## src/rdx_pkg.sv

```systemverilog
// package for the decrement-register execution block
// assumes a core clock split into four phases per instruction cycle
package rdx_pkg;
    localparam int DataW = 8;
    localparam int OpW = 16;
    // opcode bits 15..9 select the operation, bit 8 the destination
    localparam logic [6:0] DecOpPattern = 7'h03;
    localparam int OpHiMsb = 15;
    localparam int OpHiLsb = 9;
    localparam int DestBit = 8;
    localparam int AddrMsb = 7;
    localparam int NibMsb = 3;
    localparam int SignBit = 7;
    localparam logic [7:0] DecOne = 8'h01;
    localparam logic [4:0] DecNibOne = 5'h01;
    localparam logic [7:0] AccReset = 8'h00;
    localparam logic [3:0] FlagsReset = 4'h0;
    // flag vector layout
    localparam int FlagZero = 0;
    localparam int FlagCarry = 1;
    localparam int FlagNibble = 2;
    localparam int FlagSigned = 3;
    typedef enum logic [1:0] {
        RDX_DECODE = 2'b00,
        RDX_READ = 2'b01,
        RDX_EXEC = 2'b11,
        RDX_WRITE = 2'b10
    } rdx_phase_t;
endpackage

```

## src/rdx_dec_alu.sv

```systemverilog
// subtract-one arithmetic with the four status results
// assumes a purely combinational use inside the execution block
module rdx_dec_alu (
    input wire logic [7:0] operand,
    output logic [7:0] result,
    output logic [3:0] flags
);
    logic [8:0] full;
    logic [4:0] nib;
    always_comb begin
        // borrow convention: carry and nibble carry are set when no borrow
        full = {1'b0, operand} - {1'b0, rdx_pkg::DecOne};
        nib = {1'b0, operand[rdx_pkg::NibMsb:0]} - rdx_pkg::DecNibOne;
        result = full[rdx_pkg::DataW-1:0];
        flags = rdx_pkg::FlagsReset;
        flags[rdx_pkg::FlagZero] = (full[rdx_pkg::DataW-1:0] == 8'h00);
        flags[rdx_pkg::FlagCarry] = ~full[rdx_pkg::DataW];
        flags[rdx_pkg::FlagNibble] = ~nib[rdx_pkg::NibMsb+1];
        flags[rdx_pkg::FlagSigned] = operand[rdx_pkg::SignBit]
            & ~full[rdx_pkg::SignBit];
    end
endmodule

```

## src/rdx_exec.sv

```systemverilog
// execution of the decrement-register operation over four phases
// assumes the data memory answers a read within the read phase and
// that instrWord stays stable from the decode phase to the write phase
//
// Contract
// RULE1 - take any 8-bit register address and a one-bit destination select
// RULE2 - subtract one; destination 0 writes the accumulator, register kept
// RULE3 - destination 1 writes the result back into the addressed register
// RULE4 - recognise opcode 0000 011d ffff ffff, d at bit 8
// RULE5 - update signed-range, carry, nibble-carry and zero flags only
// RULE6 - one cycle of four phases: decode, read, execute, write; zero on zero
module rdx_exec (
    input wire logic sys_clk,
    input wire logic nrst,
    input wire logic cycleStart,
    input wire logic [15:0] instrWord,
    input wire logic [7:0] memRdData,
    output logic [7:0] memAddr,
    output logic memRdEn,
    output logic memWrEn,
    output logic [7:0] memWrData,
    output logic [7:0] accumulator_register,
    output logic signed_range_flag,
    output logic carryFlag,
    output logic nibble_carry_flag,
    output logic zeroFlag,
    output logic decrement_register_op,
    output logic opDone
);
    // sequencer state
    rdx_pkg::rdx_phase_t phase, next_phase;
    logic active, next_active;
    // fields held for the rest of the instruction cycle
    logic destSel, next_destSel;
    logic [7:0] operand, next_operand;
    logic [7:0] result, next_result;
    logic [7:0] next_memAddr;
    // subtract-one unit
    logic [7:0] aluResult;
    logic [3:0] aluFlags;
    // next values of the registered ports
    logic next_memRdEn;
    logic next_memWrEn;
    logic [7:0] next_memWrData;
    logic [7:0] next_acc;
    logic next_opDone;
    logic next_decOp;
    logic next_signed_range_flag;
    logic next_carryFlag;
    logic next_nibble_carry_flag;
    logic next_zeroFlag;
    // phase and opcode qualifiers
    logic isDec;
    logic takeOp;
    logic inRead;
    logic inExec;
    logic inWrite;

    rdx_dec_alu uAlu (
        .operand(operand),
        .result(aluResult),
        .flags(aluFlags)
    );

    // decode of the opcode and of the current phase
    always_comb begin
        isDec = instrWord[rdx_pkg::OpHiMsb:rdx_pkg::OpHiLsb]
            == rdx_pkg::DecOpPattern; // see RULE4
        takeOp = 1'b0;
        inRead = 1'b0;
        inExec = 1'b0;
        inWrite = 1'b0;
        case (phase)
            rdx_pkg::RDX_DECODE: begin
                // a start strobe in any other phase is ignored
                takeOp = cycleStart;
            end
            rdx_pkg::RDX_READ: begin
                inRead = 1'b1;
            end
            rdx_pkg::RDX_EXEC: begin
                inExec = 1'b1;
            end
            rdx_pkg::RDX_WRITE: begin
                inWrite = 1'b1;
            end
            default: begin
                takeOp = 1'b0;
            end
        endcase
    end

    // four-phase sequencer; a non-matching opcode still steps all phases
    always_comb begin
        next_phase = phase;
        next_active = active;
        case (phase)
            rdx_pkg::RDX_DECODE: begin
                if (cycleStart) begin
                    next_active = isDec; // see RULE4
                    next_phase = rdx_pkg::RDX_READ; // see RULE6
                end
            end
            rdx_pkg::RDX_READ: begin
                next_phase = rdx_pkg::RDX_EXEC;
            end
            rdx_pkg::RDX_EXEC: begin
                next_phase = rdx_pkg::RDX_WRITE;
            end
            rdx_pkg::RDX_WRITE: begin
                next_active = 1'b0;
                next_phase = rdx_pkg::RDX_DECODE; // see RULE6
            end
            default: begin
                next_active = 1'b0;
                next_phase = rdx_pkg::RDX_DECODE;
            end
        endcase
    end

    always_ff @(posedge sys_clk or negedge nrst) begin
        if (!nrst) begin
            phase <= rdx_pkg::RDX_DECODE;
            active <= 1'b0;
        end else begin
            phase <= next_phase;
            active <= next_active;
        end
    end

    // operation fields, operand and result held through the cycle
    always_comb begin
        next_destSel = destSel;
        next_memAddr = memAddr;
        next_operand = operand;
        next_result = result;
        if (takeOp) begin
            next_destSel = instrWord[rdx_pkg::DestBit]; // see RULE1
            next_memAddr = instrWord[rdx_pkg::AddrMsb:0]; // see RULE1
        end
        if (inRead) begin
            next_operand = memRdData;
        end
        if (inExec) begin
            next_result = aluResult; // see RULE2
        end
    end

    always_ff @(posedge sys_clk or negedge nrst) begin
        if (!nrst) begin
            destSel <= 1'b0;
            memAddr <= rdx_pkg::AccReset;
            operand <= rdx_pkg::AccReset;
            result <= rdx_pkg::AccReset;
        end else begin
            destSel <= next_destSel;
            memAddr <= next_memAddr;
            operand <= next_operand;
            result <= next_result;
        end
    end

    // status flags move only for a decoded decrement, nothing else
    always_comb begin
        next_signed_range_flag = signed_range_flag;
        next_carryFlag = carryFlag;
        next_nibble_carry_flag = nibble_carry_flag;
        next_zeroFlag = zeroFlag;
        if (inExec && active) begin // see RULE5
            next_signed_range_flag = aluFlags[rdx_pkg::FlagSigned];
            next_carryFlag = aluFlags[rdx_pkg::FlagCarry];
            next_nibble_carry_flag = aluFlags[rdx_pkg::FlagNibble];
            next_zeroFlag = aluFlags[rdx_pkg::FlagZero]; // see RULE6
        end
    end

    always_ff @(posedge sys_clk or negedge nrst) begin
        if (!nrst) begin
            signed_range_flag <= rdx_pkg::FlagsReset[rdx_pkg::FlagSigned];
            carryFlag <= rdx_pkg::FlagsReset[rdx_pkg::FlagCarry];
            nibble_carry_flag <= rdx_pkg::FlagsReset[rdx_pkg::FlagNibble];
            zeroFlag <= rdx_pkg::FlagsReset[rdx_pkg::FlagZero];
        end else begin
            signed_range_flag <= next_signed_range_flag;
            carryFlag <= next_carryFlag;
            nibble_carry_flag <= next_nibble_carry_flag;
            zeroFlag <= next_zeroFlag;
        end
    end

    // port strobes and the two destinations
    always_comb begin
        next_memRdEn = 1'b0;
        next_memWrEn = 1'b0;
        next_opDone = 1'b0;
        next_memWrData = memWrData;
        next_acc = accumulator_register;
        next_decOp = decrement_register_op;
        if (takeOp) begin
            // no read strobe for an opcode that is not a decrement
            next_memRdEn = isDec;
            next_decOp = isDec; // see RULE4
        end
        if (inWrite) begin
            if (active && destSel) begin
                next_memWrEn = 1'b1; // see RULE3
                next_memWrData = result;
            end
            if (active && !destSel) begin
                next_acc = result; // see RULE2
            end
            next_opDone = active;
            next_decOp = 1'b0;
        end
    end

    always_ff @(posedge sys_clk or negedge nrst) begin
        if (!nrst) begin
            memRdEn <= 1'b0;
            memWrEn <= 1'b0;
            memWrData <= rdx_pkg::AccReset;
            accumulator_register <= rdx_pkg::AccReset;
            opDone <= 1'b0;
            decrement_register_op <= 1'b0;
        end else begin
            memRdEn <= next_memRdEn;
            memWrEn <= next_memWrEn;
            memWrData <= next_memWrData;
            accumulator_register <= next_acc;
            opDone <= next_opDone;
            decrement_register_op <= next_decOp;
        end
    end
endmodule

```

## config.mk

```make
export PLATFORM = sky130hd
export DESIGN_NAME = rdx_exec
export DESIGN_NICKNAME = d
export VERILOG_FILES = /design/src/rdx_pkg.sv /design/src/rdx_dec_alu.sv /design/src/rdx_exec.sv
export SDC_FILE = /design/constraint.sdc
export NUM_CORES = 1
export LEC_CHECK = 0
export BUFFER_PORTS_ARGS = -buffer_cell sky130_fd_sc_hd__buf_2
export CAP_MARGIN = 20
export CORE_UTILIZATION = 40
export CTS_CLUSTER_SIZE = 24
export DETAILED_ROUTE_END_ITERATION = 16
export GPL_TIMING_DRIVEN = 1
export PLACE_DENSITY = 0.62
export SLEW_MARGIN = 10
export SYNTH_ARGS = -nofsm -noshare
export SYNTH_HDL_FRONTEND = slang
export SYNTH_SLANG_ARGS = --single-unit
export TNS_END_PERCENT = 1
```

## constraint.sdc

```tcl
create_clock -name sys_clk -period 2.1 [get_ports sys_clk]
set_input_delay 0.21 -clock sys_clk [delete_from_list [all_inputs] [get_ports sys_clk]]
set_output_delay 0.21 -clock sys_clk [all_outputs]
set_load 0.01 [all_outputs]
```

Yosys cells after proc, flatten, opt, wreduce, memory -nomap -nowiden. Cells that the tools add are included.

Add/subtract/negate cells: 2. Equality and inequality tests: 5. Mux-type cells: 14. Bitwise logic cells: 4. Reductions and logical operators: 11.

Operators by type and width (number): $mux 1 (11); $sub 8x1->9 const B (1); $logic_not 8->1 (1); $pmux 2 s4 (1); $eq 7x2->1 const B (1); $reduce_and 2->1 (3); $sub 4x1->5 const B (1); $eq 2x2->1 const B (2); $reduce_bool 2->1 (2); $logic_and 1x1->1 (3); $not 1->1 (3); $eq 2x1->1 const B (1); $logic_not 2->1 (1); $mux 2 (1); $ne 2x2->1 const B (1); $pmux 1 s2 (1); $and 1x1->1 (1); $logic_not 1->1 (1).

Bits in registers: 52. Bits of input ports: 27. Output and inout port bits: 32.

Depth between registers and ports, before layout. Gate-level depths: netlist of run 1.

Word-level depth: 4. Gate-level depth with buffers: 5. Depth with buffers taken out: 5.

Hierarchy. From an unflattened synthesis of run 1, not the netlist that was laid out.

Cell total of the unflattened synthesis: 145. Area, all modules: 2173.3 µm².

Modules (own cells, without submodules): rdx_exec (instances 1, cells each 122, area each 1994.4 µm²); rdx_dec_alu (instances 1, cells each 23, area each 178.9 µm²).

Least setup slack after synthesis of run 1. OpenSTA, ideal clock, no wires.

Path kind: register to register. From: reg operand[3]. To: reg zeroFlag. Data arrival time: 1.609 ns. Slack: 0.424 ns. Cell stages (with the launch flop): 6. Period minus slack after synthesis: 1.676 ns. Path through: dfrtp_1 -> or4_4 -> nor2_1 -> ha_1 -> nor3b_1 -> a32o_1.

Longest elaborated chain between the ends: 2.

Ends and longest elaborated chain: from (decl) (line rdx_exec.sv:35) `logic [7:0] operand, next_operand;`; from (signal assigned) (line rdx_exec.sv:153) `operand <= rdx_pkg::AccReset;`; from (signal assigned) (line rdx_exec.sv:158) `operand <= next_operand;`; $sub 8x1->9 (line rdx_dec_alu.sv:12) `full = {1'b0, operand} - {1'b0, rdx_pkg::DecOne};`; via aluResult[7] (line rdx_exec.sv:39) `logic [7:0] aluResult;`; $logic_not 8->1 (line rdx_dec_alu.sv:16) `flags[rdx_pkg::FlagZero] = (full[rdx_pkg::DataW-1:0] == 8'h00);`; to (signal assigned) (line rdx_exec.sv:182) `zeroFlag <= rdx_pkg::FlagsReset[rdx_pkg::FlagZero];`; to (signal assigned) (line rdx_exec.sv:187) `zeroFlag <= next_zeroFlag;`; to (decl) (line rdx_exec.sv:26) `output logic zeroFlag,`.

The timed path passes the listed nets, and every way through them passes these cells. A chain may end at the register's enable or synchronous reset.

Worst setup path after layout of run 1. Same ends and word-level chain as after synthesis.

==> results.sh, run 1 <==
export IMPL_nFillCells=474
export IMPL_rsz0062_at_grt="false"
export IMPL_synth_ff_type="dfrtp_1"
export IMPL_async_reset_ff_share_pct=100
export IMPL_antennaDiodeCount=0
export IMPL_vias_per_cell=4.70
export IMPL_drv_cap=0
export IMPL_min_period_over_period_pct=86.0
export IMPL_post_route_util_pct=51.0
export IMPL_critPathArrivalTime_ps=2050
export IMPL_ir_drop_mv=0.515
export IMPL_hold_class="input pin to flop"
export IMPL_netlist_instances=154
export IMPL_grt_first_pass_wirelength_um=6490
export IMPL_num_vias=1363
export IMPL_finalClockSkew_ps=6.24
export IMPL_h_tree_depth=2
export IMPL_layout_common_cells="buf_2, dfrtp_1, mux2_2, o21ai_0, nand2_1"
export IMPL_outcome="complete, no violations"
export IMPL_ioPinCount=59
export IMPL_hpwl_um=2830
export IMPL_cts_sinks=52
export IMPL_die_y_um=74.5
export IMPL_fin_hold_ws_ps=114
export IMPL_syn_area_um2=2100
export IMPL_synthesis_nets=184
export IMPL_clock_latency_ps=300
export IMPL_finalHoldViolations=0
export IMPL_start_util_pct=41.5
export IMPL_overflow=0
export IMPL_dr_pass1_iters=4
export IMPL_fin_crit_ps=1800
export IMPL_max_freq_ghz=0.554
export IMPL_ys_ff_latch=52
export IMPL_routed_wl_um=3800
export IMPL_final_nets=249
export IMPL_end_kind="flop"
export IMPL_drive_above_1_share_pct=48.6
export IMPL_ctsResizeCount=0
export IMPL_cts_root_buf="clkbuf_8"
export IMPL_wl_per_cell_um=13.1
export IMPL_die_w_um=74.5
export IMPL_max_slew_margin_pct=66.4
export IMPL_synth_cell_types=28
export IMPL_crit_required_ps=2340
export IMPL_synth_seq_area_share_pct=61.8
export IMPL_gp_congestion=0.712
export IMPL_cp_max_fo=4
export IMPL_critPathBufInv=0
export IMPL_synth_edf_count=0
export IMPL_dieArea_um2=5560
export IMPL_cts_buffers=5
export IMPL_clk_pin_slew_ps=90
export IMPL_power_density_nw_per_um2=1140
export IMPL_clockBufferDepth=2
export IMPL_cpPeakStageDelay_ps=560
export IMPL_criticalPathCategory="flop to flop"
export IMPL_row_count=26
export IMPL_crit_slowest_cell="or4_4"
export IMPL_maxSlewViolCount=0
export IMPL_pre_cts_ws_ps=326
export IMPL_finalSetupViolations=0
export IMPL_antenna_found_initial=0
export IMPL_postRouteAntennaNets=0
export IMPL_mostFrequentLayoutCell="buf_2"
export IMPL_grt_max_degree=33
export IMPL_drt_iter0_markers=54
export IMPL_area_delta_synth_final_pct=22.9
export IMPL_io_buffers=58
export IMPL_leakagePower_nw=1.33
export IMPL_cp_top_family="simple AND/OR/NAND/NOR gates"
export IMPL_syn_avg_cell_area_um2=13.7
export IMPL_tightest_slew_ps=505
export IMPL_ys_warn_count=0
export IMPL_setup_total_negative_slack_ps=0
export IMPL_track_usage_pct=15.3
export IMPL_grt_pass1_vias=1388
export IMPL_drc=0
export IMPL_cts_tree="done"
export IMPL_path_cells="or4_4, nor2_1, ha_1, nor3b_1, a32o_1"
export IMPL_start_kind="flop"
export IMPL_setup_ws_ps=295
export IMPL_core_um2=5070
## cells by family after synthesis
family	count (synthesis)	share of synthesized area [%]
AO/OA/AOI/OAI	16	4.40
AND/OR/NAND/NOR	36	9.57
adder cells (fa/ha/maj)	3	1.78
flip-flops	52	61.8
XOR/XNOR	3	1.25
multiplexers	34	18.2
buffers and inverters	10	2.97
## where the power goes
| group | switching [W] | internal [W] | total [W] |
|---|---|---|---|
| clock | 0.000323 | 0.000233 | 0.000556 |
| combinational | 0.000388 | 0.000473 | 0.000861 |
| sequential | 0.000258 | 0.00128 | 0.00154 |
| total | 0.000969 | 0.00199 | 0.00295 |
## final timing paths
check                        startpoint      endpoint  slack (ps)  depth (start not counted)
hold reg to reg               carryFlag     carryFlag         490                          2
setup reg to reg             operand[3]      zeroFlag         300                          5
hold / removal             memRdData[1]    operand[1]         110                          3
min in group asynchronous          nrst        opDone         400                          2
max in group asynchronous          nrst  memWrData[2]        1160                          3
setup / recovery             operand[3]      zeroFlag         300                          5
## Yosys cell counts (2+ instances only)
cell / n / area [um^2]
dfrtp_1: 52 / 1300
mux2_2: 34 / 383
o21ai_0: 12 / 60.1
nand2_1: 11 / 41.3
nor2_1: 6 / 22.5
nor3b_1: 5 / 37.5
buf_6: 3 / 33.8
ha_1: 3 / 37.5
inv_1: 3 / 11.3
nand3_1: 3 / 15.0
buf_2: 2 / 10.0
clkbuf_1: 2 / 7.51
nor2b_1: 2 / 12.5
xnor2_1: 2 / 17.5
## sequential cells by signal, indices dropped and copies added (netlist names), 2 cells and up
register / flops
accumulator_register: 8
memAddr: 8
memWrData: 8
operand: 8
result: 8
phase: 2
## routing by layer
layer | up-vias | global-route usage [%] | share of wire, %
met5 | - | 0 | 0
met4 | 0 | 3.77 | 1.0
met3 | 5 | 4.74 | 5.3
met2 | 31 | 24.2 | 46
met1 | 659 | 20.7 | 47
li1 | 668 | - | -
## repair_timing
| item | 4_1_cts | 5_1_grt |
|---|---|---|
| endpoints found under the hold margin | 20 | 0 |
| hold buffers | 1 | 0 |
| buffers inserted | 0 | 0 |
## worst reg2reg max path, cell delays in order (launching register included)
cell,delay [ps]
dfrtp_1,430
or4_4,560
nor2_1,110
ha_1,260
nor3b_1,220
a32o_1,180
## metrics by stage
step,cell area [um^2],power (W),instances
3_5_place_dp,2490,0.00243,281
5_1_grt,2590,0.00317,290
6_report,2590,0.00295,290
4_1_cts,2590,0.00300,290
2_1_floorplan,2100,0.00214,154
3_3_place_gp,2490,0.00240,281
## final cells by class
| cell class | count | area, um^2 | share of cell area (%) |
|---|---|---|---|
| clock inverter | 3 | 18.8 | 0.726 |
| sequential | 52 | 1300 | 50.3 |
| timing repair buffer | 65 | 358 | 13.8 |
| tap | 70 | 87.6 | 3.39 |
| clock buffer | 5 | 68.8 | 2.66 |
| multi-input combinational | 92 | 741 | 28.6 |
| inverter | 3 | 11.3 | 0.435 |
Power figures use the tool's default switching activity.
==> run 2, diff against run 1 <==
--- a/config.mk
+++ b/config.mk
@@ -5,14 +5,14 @@
 export SDC_FILE = /design/constraint.sdc
 export NUM_CORES = 1
 export LEC_CHECK = 0
-export BUFFER_PORTS_ARGS = -buffer_cell sky130_fd_sc_hd__buf_2
+export BUFFER_PORTS_ARGS = -buffer_cell sky130_fd_sc_hd__buf_4
 export CAP_MARGIN = 20
+export CORE_MARGIN = 4
 export CORE_UTILIZATION = 40
 export CTS_CLUSTER_SIZE = 24
 export DETAILED_ROUTE_END_ITERATION = 16
 export GPL_TIMING_DRIVEN = 1
 export PLACE_DENSITY = 0.62
-export SLEW_MARGIN = 10
 export SYNTH_ARGS = -nofsm -noshare
 export SYNTH_HDL_FRONTEND = slang
 export SYNTH_SLANG_ARGS = --single-unit
==> run 2 against run 1 <==
Net effect: first-iteration DRC count increased by 7.4%; combinational power rose by 6.0%; clock skew shrank 2.0 ps; die area rose by 17%; via count increased by 0.81%; non-clock buffer count is 3 lower; critical path type unchanged; critical endpoint unchanged; largest cell class unchanged; highest routed layer unchanged.
==> results.sh, run 2 (synthesized netlist as in run 1, its figures left out) <==
export IMPL_drv_cap=0
export IMPL_power_net_switching_w=0.000962
export IMPL_mostFrequentLayoutCell="buf_4"
export IMPL_dr_pass1_iters=3
export IMPL_grt_max_degree=53
export IMPL_finalHoldViolations=0
export IMPL_cp_startpoint="operand[3]"
export IMPL_track_usage_pct=14.4
export IMPL_hpwl_um=3150
export IMPL_io_buffers=58
export IMPL_seqCellArea_um2=1300
export IMPL_drive_above_1_share_pct=47.7
export IMPL_holdCritStartpoint="memRdData[0]"
export IMPL_overflow=0
export IMPL_leakagePower_nw=1.34
export IMPL_criticalPathCategory="flop to flop"
export IMPL_r2r_end="zeroFlag"
export IMPL_post_cts_buffers=0
export IMPL_worstReg2RegStart="operand[3]"
export IMPL_swShare_pct=31.5
export IMPL_crit_required_ps=2340
export IMPL_h_tree_depth=2
export IMPL_outcome="complete, no violations"
export IMPL_setup_total_negative_slack_ps=0
export IMPL_drt_iter0_markers=58
export IMPL_clockBufferDepth=2
export IMPL_tightest_slew_ps=646
export IMPL_seq_power_share_pct=50.6
export IMPL_ioPinCount=59
export IMPL_clk_pin_slew_ps=80
export IMPL_max_freq_ghz=0.553
export IMPL_rsz0062_at_grt="false"
export IMPL_cts_root_buf="clkbuf_8"
export IMPL_layout_common_cells="buf_4, dfrtp_1, mux2_2, o21ai_0, nand2_1"
export IMPL_critPathArrivalTime_ps=2050
export IMPL_clock_power_share_pct=19.5
export IMPL_min_period_over_period_pct=86.0
export IMPL_hold_class="input pin to flop"
export IMPL_antenna_found_initial=0
export IMPL_r2r_slack_ps=290
export IMPL_postRouteAntennaNets=0
export IMPL_ir_drop_mv=0.488
export IMPL_multiInputGateArea_um2=741
export IMPL_end_kind="flop"
export IMPL_maxSlewViolCount=0
export IMPL_intPower_w=0.00209
export IMPL_row_count=26
export IMPL_grt_first_pass_wirelength_um=7000
export IMPL_final_area_um2=2710
export IMPL_start_util_pct=41.2
export IMPL_cts_sinks=52
export IMPL_finalSetupViolations=0
export IMPL_min_to="operand[0]"
export IMPL_wl_per_cell_um=14.5
export IMPL_dieArea_um2=6490
export IMPL_grt_pass1_vias=1450
export IMPL_area_delta_synth_final_pct=28.5
export IMPL_p_comb_share_pct=29.9
export IMPL_core_um2=5110
export IMPL_cp_max_fo=4
export IMPL_cts_tree="done"
export IMPL_place_area_um2=2600
export IMPL_num_vias=1374
export IMPL_nFillCells=458
export IMPL_cts_buffers=5
export IMPL_ctsResizeCount=0
export IMPL_reg2regPathDepth=5
export IMPL_vias_per_cell=4.80
export IMPL_die_w_um=80.5
export IMPL_cts_hold_fix_buffers=1
export IMPL_antennaDiodeCount=0
export IMPL_die_y_um=80.5
export IMPL_drc=0
export IMPL_start_kind="flop"
export IMPL_hold_depth=3
export IMPL_finalClockSkew_ps=4.27
export IMPL_gp_congestion=0.809
export IMPL_final_nets=246
export IMPL_fin_crit_ps=1810
export IMPL_power_density_nw_per_um2=1130
export IMPL_clock_latency_ps=300
export IMPL_max_slew_margin_pct=57.0
export IMPL_routed_wl_um=4150
[run 2: changes by cell type in the layout (fill, tap and decap cells not counted), sizes merged]
| cell | previous run | this run |
|---|---|---|
| buf | 64 | 61 |
| clkbuf | 5 | 7 |
| clkinv | 3 | 0 |
[run 2: final cells by class]
cell class	count	area share (%)
Multi-Input combinational cell	92	27.4
Tap cell	70	3.24
Timing Repair Buffer	62	17.3
Clock buffer	7	3.56
Inverter	3	0.416
Sequential cell	52	48.1
[run 2: per-layer routing]
metal  routed length, um  global-route usage (%)
met5                   0                       0
met4                  86                    6.42
met3                 180                    3.70
met2                2170                    24.3
met1                1720                    17.3
[run 2: worst max path at each step]
stage / to / cells past startpoint
6_report: zeroFlag / 5
2_1_floorplan: zeroFlag / 5
4_1_cts: zeroFlag / 5
3_5_place_dp: zeroFlag / 5
5_1_grt: result[6] / 5
3_3_place_gp: zeroFlag / 5
[run 2: power by group through the flow]
stage / registers, W / clock network, W / logic (W)
5_1_grt: 0.00159 / 0.000670 / 0.00103
3_5_place_dp: 0.00157 / 0 / 0.000923
6_report: 0.00155 / 0.000595 / 0.000913
4_1_cts: 0.00155 / 0.000620 / 0.000930
3_3_place_gp: 0.00154 / 0 / 0.000901
2_1_floorplan: 0.00151 / 0 / 0.000630
[run 2: critical path: stages, from the launching register on]
cell     delay, ps
dfrtp_1        420
or4_4          560
nor2_1         110
ha_1           260
nor3b_1        210
a32o_1         180
[run 2: metrics by stage]
step	total power, W	setup slack (ps)	instances	hold WS [ps]	util [%]
6_report	0.00305	293	286	118	53.0
5_1_grt	0.00329	147	286	115	53.0
4_1_cts	0.00310	296	286	113	53.0
3_5_place_dp	0.00249	317	278	283	50.9
3_3_place_gp	0.00244	382	278	266	50.9
2_1_floorplan	0.00214	424	154	-85.6	-
